<file path="src/shared/mpb_pkg.sv">
package mpb_pkg;
  // register byte offsets
  localparam logic [7:0] OFF_TARGET_POSITION = 8'h00;
  localparam logic [7:0] OFF_START_SPEED = 8'h04;
  localparam logic [7:0] OFF_OPERATING_SPEED = 8'h08;
  localparam logic [7:0] OFF_ACCELERATION_RATE = 8'h0C;
  localparam logic [7:0] OFF_DECELERATION_RATE = 8'h10;
  localparam logic [7:0] OFF_SPEED_MAGNIFICATION = 8'h14;
  localparam logic [7:0] OFF_RAMP_DOWN_POINT = 8'h18;
  localparam logic [7:0] OFF_OP_MODE = 8'h1C;
  localparam logic [7:0] OFF_CMP_WORKING_VALUE = 8'h20;
  localparam logic [7:0] OFF_CMP_QUEUE_ENTRY = 8'h24;
  localparam logic [7:0] OFF_EXTENSION_STATUS = 8'h28;
  localparam logic [7:0] OFF_MAIN_STATUS_WORD = 8'h2C;
  localparam logic [7:0] OFF_EVENT_CAUSE_ENABLE = 8'h30;
  localparam logic [7:0] OFF_COMMAND = 8'h34;
  // field widths and positions
  localparam int SPEED_W = 16;
  localparam int MAG_W = 12;
  localparam int RAMP_W = 24;
  localparam int POS_RAMP_DOWN_MODE = 13;
  localparam int POS_FILL_LSB = 0;
  localparam int POS_FULL_FLAG = 0;
  localparam int POS_DRAIN_EVENT = 1;
  localparam int POS_DRAIN_IRQ_EN = 0;
  // commands and fill levels
  localparam logic [7:0] CMD_CMP_QUEUE_CANCEL = 8'h27;
  localparam logic [1:0] FILL_EMPTY = 2'h0;
  localparam logic [1:0] FILL_ONE = 2'h1;
  localparam logic [1:0] FILL_TWO = 2'h2;
  localparam logic [1:0] FILL_FULL = 2'h3;
  // reset value and response codes
  localparam logic [31:0] RESET_WORD = 32'h0000_0000;
  localparam logic [1:0] RESP_OKAY = 2'h0;
  localparam logic [1:0] RESP_SLVERR = 2'h2;

  typedef struct packed {
    logic [31:0] target_position;
    logic [SPEED_W-1:0] start_speed;
    logic [SPEED_W-1:0] operating_speed;
    logic [SPEED_W-1:0] acceleration_rate;
    logic [SPEED_W-1:0] effective_decel_rate;
    logic [MAG_W-1:0] speed_magnification;
    logic [RAMP_W-1:0] ramp_down_point;
    logic ramp_down_mode_bit;
  } mpb_params_type;

  typedef struct packed {
    logic target_override;
    logic speed_override;
  } mpb_override_type;
endpackage : mpb_pkg

</file>
<file path="src/hw/mpb_bank.sv">
// Local design decisions: the AXI4-Lite register port and the placing of the registers.
`timescale 1ns/10ps
// Notes on behaviour
// - working compare write replaces value at once
// - only queue entry writes mark stages valid
// - fill counts entries, advance decrements
// - full flag set exactly when fill is 11
// - rising compare result shifts queue forward when fill is 2 or more
// - compare writes accepted stopped or moving
// - interrupt when second stage drains, if enabled
// - cancel 27h empties queue, keeps working value
// - reset clears every register and stage
// - target position is full 32-bit signed
// - target write in motion overrides feed
// - start speed uses low 16 bits
// - operating speed write in motion retargets
// - acceleration rate holds 16 bits
// - zero deceleration rate uses acceleration rate
// - reserved bits ignore writes, read zero
// - sign bits ignore writes, copy top bit in mode 0, read zero in mode 1
// - magnification uses low 12 bits
// - pulse rate is speed times magnification factor
// - ramp upper byte follows ramp-down mode bit
// - mode 0: signed offset to automatic point
// - mode 1: decelerate when remaining below value
module mpb_bank (
  input wire logic mclk,
  input wire logic rst,
  input wire logic [7:0] s_axi_awaddr,
  input wire logic s_axi_awvalid,
  output logic s_axi_awready,
  input wire logic [31:0] s_axi_wdata,
  input wire logic [3:0] s_axi_wstrb,
  input wire logic s_axi_wvalid,
  output logic s_axi_wready,
  output logic [1:0] s_axi_bresp,
  output logic s_axi_bvalid,
  input wire logic s_axi_bready,
  input wire logic [7:0] s_axi_araddr,
  input wire logic s_axi_arvalid,
  output logic s_axi_arready,
  output logic [31:0] s_axi_rdata,
  output logic [1:0] s_axi_rresp,
  output logic s_axi_rvalid,
  input wire logic s_axi_rready,
  input wire logic motion_active,
  input wire logic cmp_condition_set,
  input wire logic cmp_result,
  input wire logic [31:0] remaining_pulses,
  input wire logic [23:0] auto_ramp_point,
  output mpb_pkg::mpb_params_type params,
  output mpb_pkg::mpb_override_type overrides,
  output logic [31:0] cmp_compare_value,
  output logic decel_start,
  output logic int_n
);
  logic aw_held;
  logic w_held;
  logic [7:0] aw_addr;
  logic [31:0] w_data;
  logic [3:0] w_strb;
  logic do_write;
  logic wr_ok;
  logic [31:0] wr_value;

  logic [31:0] target_position;
  logic [15:0] start_speed;
  logic [15:0] operating_speed;
  logic [15:0] acceleration_rate;
  logic [15:0] deceleration_rate;
  logic [11:0] speed_magnification;
  logic [23:0] ramp_down_point;
  logic ramp_down_mode_bit;
  logic cmp_queue_drain_irq_enable;
  logic drain_event;

  logic [31:0] cmp_working_value;
  logic [31:0] cmp_stage1;
  logic [31:0] cmp_stage2;
  logic [1:0] cmp_queue_fill;
  logic cmp_result_q;
  logic [31:0] next_working;
  logic [31:0] next_stage1;
  logic [31:0] next_stage2;
  logic [1:0] next_fill;

  logic wr_work;
  logic wr_entry;
  logic cancel;
  logic advance;
  logic drain_set;
  logic cmp_queue_full_flag;
  logic read_ok;

  function automatic logic [31:0] merge_bytes(input logic [31:0] old_v,
                                              input logic [31:0] new_v,
                                              input logic [3:0] strb);
    logic [31:0] res;
    res = old_v;
    for (int i = 0; i < 4; i++)
    begin
      if (strb[i])
      begin
        res[i*8 +: 8] = new_v[i*8 +: 8];
      end
    end
    return res;
  endfunction : merge_bytes

  // write channel: address and data taken in either order, held until both present
  assign s_axi_awready = !aw_held && !s_axi_bvalid;
  assign s_axi_wready = !w_held && !s_axi_bvalid;
  assign do_write = aw_held && w_held && !s_axi_bvalid;

  always_ff @(posedge mclk)
  begin
    if (rst)
    begin
      aw_held <= 1'b0;
      aw_addr <= 8'h00;
    end
    else if (s_axi_awvalid && s_axi_awready)
    begin
      aw_held <= 1'b1;
      aw_addr <= s_axi_awaddr;
    end
    else if (do_write)
    begin
      aw_held <= 1'b0;
    end
  end

  always_ff @(posedge mclk)
  begin
    if (rst)
    begin
      w_held <= 1'b0;
      w_data <= mpb_pkg::RESET_WORD;
      w_strb <= 4'h0;
    end
    else if (s_axi_wvalid && s_axi_wready)
    begin
      w_held <= 1'b1;
      w_data <= s_axi_wdata;
      w_strb <= s_axi_wstrb;
    end
    else if (do_write)
    begin
      w_held <= 1'b0;
    end
  end

  always_comb
  begin
    unique case (aw_addr)
      mpb_pkg::OFF_TARGET_POSITION, mpb_pkg::OFF_START_SPEED,
      mpb_pkg::OFF_OPERATING_SPEED, mpb_pkg::OFF_ACCELERATION_RATE,
      mpb_pkg::OFF_DECELERATION_RATE, mpb_pkg::OFF_SPEED_MAGNIFICATION,
      mpb_pkg::OFF_RAMP_DOWN_POINT, mpb_pkg::OFF_OP_MODE,
      mpb_pkg::OFF_CMP_WORKING_VALUE, mpb_pkg::OFF_CMP_QUEUE_ENTRY,
      mpb_pkg::OFF_MAIN_STATUS_WORD, mpb_pkg::OFF_EVENT_CAUSE_ENABLE,
      mpb_pkg::OFF_COMMAND: wr_ok = 1'b1;
      default: wr_ok = 1'b0;
    endcase
  end

  always_ff @(posedge mclk)
  begin
    if (rst)
    begin
      s_axi_bvalid <= 1'b0;
      s_axi_bresp <= mpb_pkg::RESP_OKAY;
    end
    else if (do_write)
    begin
      s_axi_bvalid <= 1'b1;
      s_axi_bresp <= wr_ok ? mpb_pkg::RESP_OKAY : mpb_pkg::RESP_SLVERR;
    end
    else if (s_axi_bready)
    begin
      s_axi_bvalid <= 1'b0;
    end
  end

  // byte lanes merged into a full word; narrow registers then drop upper bits
  // a process, not an assign, so register changes seen inside the function re-trigger it
  always_comb
  begin
    wr_value = merge_bytes(read_word_of(aw_addr), w_data, w_strb);
  end

  function automatic logic [31:0] read_word_of(input logic [7:0] a);
    logic [31:0] r;
    r = mpb_pkg::RESET_WORD;
    unique case (a)
      mpb_pkg::OFF_TARGET_POSITION: r = target_position;
      mpb_pkg::OFF_START_SPEED: r = {16'h0000, start_speed};
      mpb_pkg::OFF_OPERATING_SPEED: r = {16'h0000, operating_speed};
      mpb_pkg::OFF_ACCELERATION_RATE: r = {16'h0000, acceleration_rate};
      mpb_pkg::OFF_DECELERATION_RATE: r = {16'h0000, deceleration_rate};
      mpb_pkg::OFF_SPEED_MAGNIFICATION: r = {20'h00000, speed_magnification};
      // upper byte is never stored; it is rebuilt on read
      mpb_pkg::OFF_RAMP_DOWN_POINT:
        r = {ramp_down_mode_bit ? 8'h00 : {8{ramp_down_point[23]}}, ramp_down_point};
      mpb_pkg::OFF_OP_MODE: r = 32'(ramp_down_mode_bit) << mpb_pkg::POS_RAMP_DOWN_MODE;
      mpb_pkg::OFF_CMP_WORKING_VALUE: r = cmp_working_value;
      mpb_pkg::OFF_EXTENSION_STATUS: r = 32'(cmp_queue_fill) << mpb_pkg::POS_FILL_LSB;
      mpb_pkg::OFF_MAIN_STATUS_WORD:
        r = (32'(cmp_queue_full_flag) << mpb_pkg::POS_FULL_FLAG)
            | (32'(drain_event) << mpb_pkg::POS_DRAIN_EVENT);
      mpb_pkg::OFF_EVENT_CAUSE_ENABLE:
        r = 32'(cmp_queue_drain_irq_enable) << mpb_pkg::POS_DRAIN_IRQ_EN;
      default: r = mpb_pkg::RESET_WORD;
    endcase
    return r;
  endfunction : read_word_of

  // motion parameters, no gating on motion state
  always_ff @(posedge mclk)
  begin
    if (rst)
    begin
      target_position <= mpb_pkg::RESET_WORD;
      start_speed <= 16'h0000;
      operating_speed <= 16'h0000;
      acceleration_rate <= 16'h0000;
      deceleration_rate <= 16'h0000;
      speed_magnification <= 12'h000;
      ramp_down_point <= 24'h000000;
      ramp_down_mode_bit <= 1'b0;
      cmp_queue_drain_irq_enable <= 1'b0;
    end
    else if (do_write)
    begin
      unique case (aw_addr)
        mpb_pkg::OFF_TARGET_POSITION: target_position <= wr_value;
        mpb_pkg::OFF_START_SPEED: start_speed <= wr_value[15:0];
        mpb_pkg::OFF_OPERATING_SPEED: operating_speed <= wr_value[15:0];
        mpb_pkg::OFF_ACCELERATION_RATE: acceleration_rate <= wr_value[15:0];
        mpb_pkg::OFF_DECELERATION_RATE: deceleration_rate <= wr_value[15:0];
        mpb_pkg::OFF_SPEED_MAGNIFICATION: speed_magnification <= wr_value[11:0];
        mpb_pkg::OFF_RAMP_DOWN_POINT: ramp_down_point <= wr_value[23:0];
        mpb_pkg::OFF_OP_MODE:
          ramp_down_mode_bit <= wr_value[mpb_pkg::POS_RAMP_DOWN_MODE];
        mpb_pkg::OFF_EVENT_CAUSE_ENABLE:
          cmp_queue_drain_irq_enable <= wr_value[mpb_pkg::POS_DRAIN_IRQ_EN];
        default: ;
      endcase
    end
  end

  // one-cycle override strobes to the pulse generator while moving
  always_ff @(posedge mclk)
  begin
    if (rst)
    begin
      overrides <= '0;
    end
    else
    begin
      overrides.target_override <= do_write && motion_active
                                   && aw_addr == mpb_pkg::OFF_TARGET_POSITION;
      overrides.speed_override <= do_write && motion_active
                                  && aw_addr == mpb_pkg::OFF_OPERATING_SPEED;
    end
  end

  // pulse generator forms rate = speed * f(magnification); setting travels unscaled
  always_ff @(posedge mclk)
  begin
    if (rst)
    begin
      params <= '0;
    end
    else
    begin
      params.target_position <= target_position;
      params.start_speed <= start_speed;
      params.operating_speed <= operating_speed;
      params.acceleration_rate <= acceleration_rate;
      params.effective_decel_rate <= (deceleration_rate == 16'h0000)
                                     ? acceleration_rate : deceleration_rate;
      params.speed_magnification <= speed_magnification;
      params.ramp_down_point <= ramp_down_point;
      params.ramp_down_mode_bit <= ramp_down_mode_bit;
    end
  end

  // ramp-down start; 33-bit signed sum avoids wrap at the extremes
  always_ff @(posedge mclk)
  begin
    if (rst)
    begin
      decel_start <= 1'b0;
    end
    else if (ramp_down_mode_bit)
    begin
      decel_start <= remaining_pulses < {8'h00, ramp_down_point};
    end
    else
    begin
      decel_start <= $signed({1'b0, remaining_pulses})
                     <= $signed({9'h000, auto_ramp_point})
                        + $signed({{9{ramp_down_point[23]}}, ramp_down_point});
    end
  end

  // compare queue
  assign wr_work = do_write && aw_addr == mpb_pkg::OFF_CMP_WORKING_VALUE;
  assign wr_entry = do_write && aw_addr == mpb_pkg::OFF_CMP_QUEUE_ENTRY;
  assign cancel = do_write && aw_addr == mpb_pkg::OFF_COMMAND
                  && wr_value[7:0] == mpb_pkg::CMD_CMP_QUEUE_CANCEL;
  assign advance = cmp_condition_set && cmp_result && !cmp_result_q
                   && cmp_queue_fill >= mpb_pkg::FILL_TWO;
  assign cmp_queue_full_flag = cmp_queue_fill == mpb_pkg::FILL_FULL;
  assign cmp_compare_value = cmp_working_value;

  always_comb
  begin
    next_working = cmp_working_value;
    next_stage1 = cmp_stage1;
    next_stage2 = cmp_stage2;
    next_fill = cmp_queue_fill;
    if (advance)
    begin
      next_working = cmp_stage1;
      next_stage1 = cmp_stage2;
      next_fill = cmp_queue_fill - 2'h1;
    end
    if (wr_work)
    begin
      next_working = wr_value;
    end
    // entry writes land after a same-cycle advance so nothing is lost
    if (wr_entry)
    begin
      unique case (next_fill)
        mpb_pkg::FILL_EMPTY:
        begin
          next_working = wr_value;
          next_fill = mpb_pkg::FILL_ONE;
        end
        mpb_pkg::FILL_ONE:
        begin
          next_stage1 = wr_value;
          next_fill = mpb_pkg::FILL_TWO;
        end
        mpb_pkg::FILL_TWO:
        begin
          next_stage2 = wr_value;
          next_fill = mpb_pkg::FILL_FULL;
        end
        mpb_pkg::FILL_FULL: ; // host keeps off a full queue
      endcase
    end
    if (cancel)
    begin
      next_fill = (next_fill != mpb_pkg::FILL_EMPTY) ? mpb_pkg::FILL_ONE
                  : mpb_pkg::FILL_EMPTY;
    end
  end

  always_ff @(posedge mclk)
  begin
    if (rst)
    begin
      cmp_working_value <= mpb_pkg::RESET_WORD;
      cmp_stage1 <= mpb_pkg::RESET_WORD;
      cmp_stage2 <= mpb_pkg::RESET_WORD;
      cmp_queue_fill <= mpb_pkg::FILL_EMPTY;
      cmp_result_q <= 1'b0;
    end
    else
    begin
      cmp_working_value <= next_working;
      cmp_stage1 <= next_stage1;
      cmp_stage2 <= next_stage2;
      cmp_queue_fill <= next_fill;
      cmp_result_q <= cmp_result;
    end
  end

  // drain event: sticky, write-one-to-clear, a new drain wins over the clear
  assign drain_set = advance && cmp_queue_fill == mpb_pkg::FILL_FULL
                     && cmp_queue_drain_irq_enable;

  always_ff @(posedge mclk)
  begin
    if (rst)
    begin
      drain_event <= 1'b0;
    end
    else if (drain_set)
    begin
      drain_event <= 1'b1;
    end
    else if (do_write && aw_addr == mpb_pkg::OFF_MAIN_STATUS_WORD
             && wr_value[mpb_pkg::POS_DRAIN_EVENT])
    begin
      drain_event <= 1'b0;
    end
  end

  assign int_n = !drain_event;

  // read channel
  assign s_axi_arready = !s_axi_rvalid;
  assign read_ok = !(s_axi_araddr[1:0] != 2'h0 || s_axi_araddr > mpb_pkg::OFF_COMMAND);

  always_ff @(posedge mclk)
  begin
    if (rst)
    begin
      s_axi_rvalid <= 1'b0;
      s_axi_rdata <= mpb_pkg::RESET_WORD;
      s_axi_rresp <= mpb_pkg::RESP_OKAY;
    end
    else if (s_axi_arvalid && s_axi_arready)
    begin
      s_axi_rvalid <= 1'b1;
      s_axi_rdata <= read_word_of(s_axi_araddr);
      s_axi_rresp <= read_ok ? mpb_pkg::RESP_OKAY : mpb_pkg::RESP_SLVERR;
    end
    else if (s_axi_rready)
    begin
      s_axi_rvalid <= 1'b0;
    end
  end

  a_full_flag: assert property (@(posedge mclk) disable iff (rst)
    (s_axi_arvalid && s_axi_arready && s_axi_araddr == mpb_pkg::OFF_MAIN_STATUS_WORD)
    |=> s_axi_rdata[0] == ($past(cmp_queue_fill) == 2'h3))
    else $error("full flag read disagrees with fill");
  a_fill_count_up: assert property (@(posedge mclk) disable iff (rst)
    (wr_entry && !advance && !cancel && cmp_queue_fill != 2'h3)
    |=> cmp_queue_fill == $past(cmp_queue_fill) + 2'h1)
    else $error("fill did not count an entry write");
  a_advance_shift: assert property (@(posedge mclk) disable iff (rst)
    (advance && !wr_work && !wr_entry)
    |=> cmp_working_value == $past(cmp_stage1) && cmp_stage1 == $past(cmp_stage2))
    else $error("queue did not shift on advance");
  a_work_bypass: assert property (@(posedge mclk) disable iff (rst)
    (wr_work && !wr_entry) |=> cmp_working_value == $past(wr_value))
    else $error("working compare write not applied");
  a_work_no_fill: assert property (@(posedge mclk) disable iff (rst)
    (wr_work && !wr_entry && !advance && !cancel) |=> $stable(cmp_queue_fill))
    else $error("working write changed fill");
  a_cancel_fill: assert property (@(posedge mclk) disable iff (rst)
    (cancel && !wr_entry && cmp_queue_fill > 2'h1 && !advance && !wr_work)
    |=> cmp_queue_fill == 2'h1 && $stable(cmp_working_value))
    else $error("cancel did not empty queue");
  a_drain_irq: assert property (@(posedge mclk) disable iff (rst)
    drain_set |=> !int_n [*2])
    else $error("interrupt missing after drain");
  a_decel_fallback: assert property (@(posedge mclk) disable iff (rst)
    (deceleration_rate == 16'h0000) |=> params.effective_decel_rate == $past(acceleration_rate))
    else $error("zero decel rate not replaced");
  a_ramp_mode_one: assert property (@(posedge mclk) disable iff (rst)
    (ramp_down_mode_bit && remaining_pulses < {8'h00, ramp_down_point}) |=> decel_start)
    else $error("ramp-down not started in mode 1");
  a_write_resp: assert property (@(posedge mclk) disable iff (rst)
    do_write |=> s_axi_bvalid)
    else $error("write response missing");

  c_queue_full: cover property (@(posedge mclk) disable iff (rst)
    cmp_queue_fill == 2'h3);
  c_drain_advance: cover property (@(posedge mclk) disable iff (rst) drain_set);
  c_cancel_queue: cover property (@(posedge mclk) disable iff (rst)
    cancel && cmp_queue_fill == 2'h3);
endmodule : mpb_bank

</file>
<file path="config.mk">
export PLATFORM = sky130hd
export DESIGN_NAME = mpb_bank
export DESIGN_NICKNAME = d
export VERILOG_FILES = /design/src/shared/mpb_pkg.sv /design/src/hw/mpb_bank.sv
export SDC_FILE = /design/constraint.sdc
export NUM_CORES = 1
export LEC_CHECK = 0
export ABC_AREA = 0
export BUFFER_PORTS_ARGS = -buffer_cell sky130_fd_sc_hd__buf_2
export CORE_ASPECT_RATIO = 1.2
export CORE_MARGIN = 4
export CORE_UTILIZATION = 35
export CTS_BUF_LIST = sky130_fd_sc_hd__clkbuf_8
export CTS_CLUSTER_SIZE = 30
export DETAILED_ROUTE_END_ITERATION = 8
export PLACE_DENSITY_LB_ADDON = 0.12
export SETUP_SLACK_MARGIN = 0.1
export SLEW_MARGIN = 0
export SYNTH_ARGS = -nofsm -noshare
export SYNTH_HDL_FRONTEND = slang
export SYNTH_SLANG_ARGS = --single-unit
</file>
<file path="constraint.sdc">
create_clock -name mclk -period 4.9 [get_ports mclk]
set_input_delay 0.245 -clock mclk [delete_from_list [all_inputs] [get_ports mclk]]
set_output_delay 0.245 -clock mclk [all_outputs]
set_load 0.03 [all_outputs]
</file>
# --- Word-level counts from Yosys, hierarchy flattened ---
# Memories as Yosys holds them, arrays and structs flattened. A register that Yosys moved wholly into a read port is not among the register bits.
# Cells that the tools add are included.
op_classes:
  n_addsub: 2
  n_lt_le_gt_ge: 4
  n_eq_ne: 28
  muxes: 35
  bitwise_logic: 1
  reduce_logical: 50
op_table:
  columns: ["operator", "count"]
  rows:
  - ["$pmux W32 S12", 2]
  - ["$mux W32", 7]
  - ["$eq A8 B6 Y1 const B", 11]
  - ["$eq A8 B5 Y1 const B", 8]
  - ["$mux W8", 5]
  - ["$le A33 B26 Y1", 1]
  - ["$eq A8 B4 Y1 const B", 4]
  - ["$lt A32 B24 Y1", 1]
  - ["$add A25 B24 Y26", 1]
  - ["$logic_and A1 B1 Y1", 21]
  - ["$reduce_and A2 Y1", 10]
  - ["$eq A8 B3 Y1 const B", 2]
  - ["$logic_not A16 Y1", 1]
  - ["$logic_not A8 Y1", 2]
  - ["$mux W16", 1]
  - ["$reduce_bool A2 Y1", 7]
  - ["$mux W1", 12]
  - ["$mux W6", 2]
  - ["$mux W2", 5]
  - ["$gt A8 B6 Y1 const B", 1]
  - ["$logic_not A1 Y1", 6]
  - ["$pmux W2 S3", 1]
  - ["$eq A2 B2 Y1 const B", 2]
  - ["$logic_not A2 Y1", 2]
  - ["5 further kinds", 5]
totals:
  reg_bits: 454
  mem_bits_ro: 64
  inputBits: 118
  output_inout_bits: 210
  elab_cells: 157
  mem_count: 1
memory_table:
  columns: ["name", "depth", "word_bits", "read_ports", "rd_clocked_by_memory_dff", "wr", "line_no", "text"]
  rows:
  - ["(name not given)", 64, 1, 1, 1, 0, "mpb_bank.sv:155", "unique case (aw_addr)"]

# --- Logic depth before layout (Yosys ltp) ---
logic_depth:
  word_depth: 10
  ltp_mapped: 20
  ltp_nobuf: 20

# --- Least setup slack after synthesis ---
# OpenSTA, ideal clock, no wires.
synth_path:
  kind: "register -> register"
  from: "register ramp_down_point[12]"
  to: "register decel_start"
  setup_time_ps: 126
  arrival_ps: 3996
  t_required_ps: 4774
  setup_slack_ps: 778
  path_stages_with_launch: 19
  n_path_buf: 0
  period_less_slack_ps: 4122
  path_cell_list: "dfxtp_1 -> ha_1 -> a21oi_1 -> o21ai_1 -> or3_1 -> o211a_1 -> a311o_1 -> a211oi_1 -> o21a_1 -> xnor2_1 -> ha_1 -> nand3_1 -> or3_1 -> nor4_1 -> o31a_1 -> nor3_1 -> a31o_2 -> a32oi_1 -> nand3_1"
synth_via:
  elab_chain_len: 3
  elab_cells_between_ends: 4
  classes_between: "add/sub (1); order compare (2); mux (1)"
synth_rtl:
  columns: ["element", "line_no", "text"]
  rows:
  - ["from (decl)", "mpb_bank.sv:72", "logic [23:0] ramp_down_point;"]
  - ["from (signal assigned)", "mpb_bank.sv:242", "mpb_pkg::OFF_RAMP_DOWN_POINT: ramp_down_point <= wr_value[23:0];"]
  - ["$add A25 B24 Y26", "mpb_bank.sv:304", "+ $signed({{9{ramp_down_point[23]}}, ramp_down_point});"]
  - ["$le A33 B26 Y1", "mpb_bank.sv:303", "<= $signed({9'h000, auto_ramp_point})"]
  - ["$mux W1 (*)", "mpb_bank.sv:296", "else if (ramp_down_mode_bit)"]
  - ["to (signal assigned)", "mpb_bank.sv:298", "decel_start <= remaining_pulses < {8'h00, ramp_down_point};"]
  - ["to (signal assigned)", "mpb_bank.sv:302", "decel_start <= $signed({1'b0, remaining_pulses})"]
  - ["to (decl)", "mpb_bank.sv:54", "output logic decel_start,"]
# Mark *: on every way between the ends. The rest lies on a longest branch, timed or not.
# A chain may end at the register's enable or synchronous reset.

# --- Final worst setup path ---
layout_path:
  from: "register ramp_down_point[1]"
  to: "register decel_start"
# Same word-level chain as after synthesis.

==> flow_summary.ini <==
[setup_path]
worstPathCellList = ha_1 -> a211oi_1 -> o311a_1 -> a21boi_1 -> o211a_1 -> a311o_1 -> a211oi_2 -> o21a_1 -> xnor2_1 -> ha_1 -> nand3_1 -> or3_4 -> nor4_4 -> o31a_1 -> nor3_1 -> a31o_2 -> a32oi_1 -> nand3_1
crit_family = compound AO/OA/AOI/OAI gates
worst-path-buf-inv = 0
crit_slowest_cell = a311o_1
required_ps = 5420
setup.worst_path.class = reg -> reg
cp_slowest_stage_delay_ps = 450
worstPathMaxFanout = 5
crit_path_end_kind = register
critPathArrivalTime_ps = 5000
start_kind = register

[clocking]
cts_buffers = 77
clkSlewWorstSetupHoldPaths_ps = 60
clk_path_buf_depth = 3
root_buffer = clkbuf_8
cts_tree = built
htree_levels = 3
clkSinkCount = 453
worstSkewPairLatency_ps = 670

[layout]
final_common_cell = dfxtp_1
fin_cells = 3565
layout_common_cells = dfxtp_1, buf_2, nor2_1
nets = 2904
layout-drive-gt1-share = 0.215
area_growth_syn_to_layout_pct = 22.5

[placed_design]
portBuffers = 325
place_congestion = 0.982
dp_hpwl_um = 61200
dp.cells = 3356

[sta]
period_needed_ps = 4480
holdWs_ps = 122
rsz0062_at_grt = no
final_hold_viol_count = 0
period_share = 0.914
fmax_mhz = 223
fin_worst_skew_ps = 35.7
setup_viol = 0
slew_headroom = 0.169
worstMarginPinSlew_ps = 1240
maxSlewViolCount = 0

[die]
start_util = 0.353
die_w_um = 230
ioPinCount = 328
die_h_um = 274
rows = 97
dieArea_um2 = 62900
core_region_area_um2 = 58400

[yosys]
synth_edf_count = 0
yosys-top-cells-area = dfxtp_1, a211oi_1, nor2_1
synth_area_um2 = 20600
ys_warn_count = 0
ys_ff_latch = 453
async_reset_ff_frac = 0
ys_types = 85
netlist.area_leader.share = 0.440
syn_avg_cell_area_um2 = 8.74
seq_area_frac_synth = 0.440
synth_ff_type = dfxtp_1
synth_area_leader_cell = dfxtp_1
synth_cells = 2359

[detailed_routing]
drc = 0
avgRoutedWirePerCell_um = 23.5
num_vias = 19400
ant_nets = 0
via_per_inst = 5.43
dr.pass1.iters = 9
wl_um = 83800
drt_iter0_markers = 1683

[grt]
grt_pass1_vias = 19100
grt_pass1_wl_um = 123000
antenna_found_initial = 5
grt_max_degree = 206
grt_usage = 0.256
grt_overflow = 0

[pwr]
ir_drop_uv = 166
power_density_nw_per_um2 = 313
leakagePower_nw = 10.2

[min_path]
hp-class = in -> reg

[status]
outcome = finished clean

[run]
drv_cap = 0
[registers in the layout, indices dropped and copies added (netlist names), 4 cells and up, named ones only]
signal	cells
acceleration_rate	16
aw_addr	8
cmp_compare_value	32
cmp_stage1	32
cmp_stage2	32
deceleration_rate	16
operating_speed	16
params	133
ramp_down_point	24
s_axi_rdata	32
speed_magnification	12
start_speed	16
target_position	32
w_data	32
w_strb	4
[synth_stat cells, types with 8 or more instances]
cell type / number
nand2_1: 237
xor2_1: 12
clkbuf_1: 127
a21o_1: 17
mux2_2: 23
a221oi_1: 17
mux2i_1: 32
a22oi_1: 89
dfxtp_1: 453
o21ai_0: 30
a21oi_1: 203
a211oi_1: 174
nor2_1: 302
a22o_1: 17
buf_4: 8
buf_2: 30
nor4_1: 10
nor3_1: 14
and3_1: 8
a211oi_2: 25
nand2b_1: 9
ha_1: 78
xnor2_1: 11
a222oi_1: 32
nor2b_1: 155
nand4_1: 10
nand3_1: 48
inv_1: 49
o211ai_1: 8
and2_1: 17
buf_6: 10
[through the flow]
| step | area (um2) | utilization | setup WS [ps] | power [mW] | TNS [ps] |
|---|---|---|---|---|---|
| after floorplan | 20600 | - | 778 | 4.21 | 0 |
| after global placement | 23000 | 0.394 | 137 | 4.45 | 0 |
| after detailed placement | 23000 | 0.394 | -20.0 | 4.45 | -20.0 |
| after CTS | 25200 | 0.432 | 156 | 8.01 | 0 |
| after global routing | 25300 | 0.433 | 101 | 8.23 | 0 |
| final | 25300 | 0.433 | 421 | 7.91 | 0 |
[layout make-up]
type / count / area (um2)
inverter: 50 / 188
multi-input combinational: 1676 / 10700
timing repair buffer: 449 / 2760
fill: 5867 / 33100
tap: 792 / 991
sequential: 453 / 9070
antenna: 5 / 12.5
clock inverter: 48 / 315
clock buffer: 92 / 1270
[metal layers]
metal	part of all wire	track usage
met4	0.045	0.128
met1	0.40	0.302
met2	0.50	0.447
met3	0.059	0.0484
met5	0	0
[repair_timing]
item | CTS | global route
endpoints found under the hold margin | 68 | 0
pin swaps | 0 | 2
setup endpoints to repair | 1 | 1
resized for setup | 2 | 6
hold buffers | 62 | 0
buffers inserted | 0 | 2
[tightest hold or removal path, delay by kind of cell]
kind                   cells  cell delay (ps)
and+or+nand+nor            1              280
buffers and inverters      1              100
AOI/OAI and AO/OA          1              110
[cell families after synthesis]
kind of cell    Yosys count  share of synthesized area
xor+xnor                 23                    0.00977
simple gates            848                      0.194
buf+inv                 231                     0.0490
mux                      57                     0.0303
compound gates          667                      0.229
flops                   453                      0.440
fa+ha+maj                79                     0.0483
other cells               1                   0.000182
[power by group]
group	internal, mW	switching, mW	total, mW
combinational	0.217	0.428	0.645
clock	1.88	1.61	3.49
sequential	3.73	0.0534	3.78
total	5.82	2.09	7.91
[path summary, 6_finish.rpt]
check                                                   end  slack, ps  cells past startpoint                       startpoint
worst max-delay path                 decel_start$_SDFF_PP0_        420                     18  ramp_down_point[1]$_SDFFE_PP0P_
worst min-delay path                   aw_held$_SDFFE_PP0P_        120                      3                    s_axi_awvalid
worst max register to register       decel_start$_SDFF_PP0_        420                     18  ramp_down_point[1]$_SDFFE_PP0P_
worst min register to register  s_axi_bresp[1]$_SDFFE_PP0P_        440                      1                         register
No activity file was read; power rests on OpenSTA's default activity.
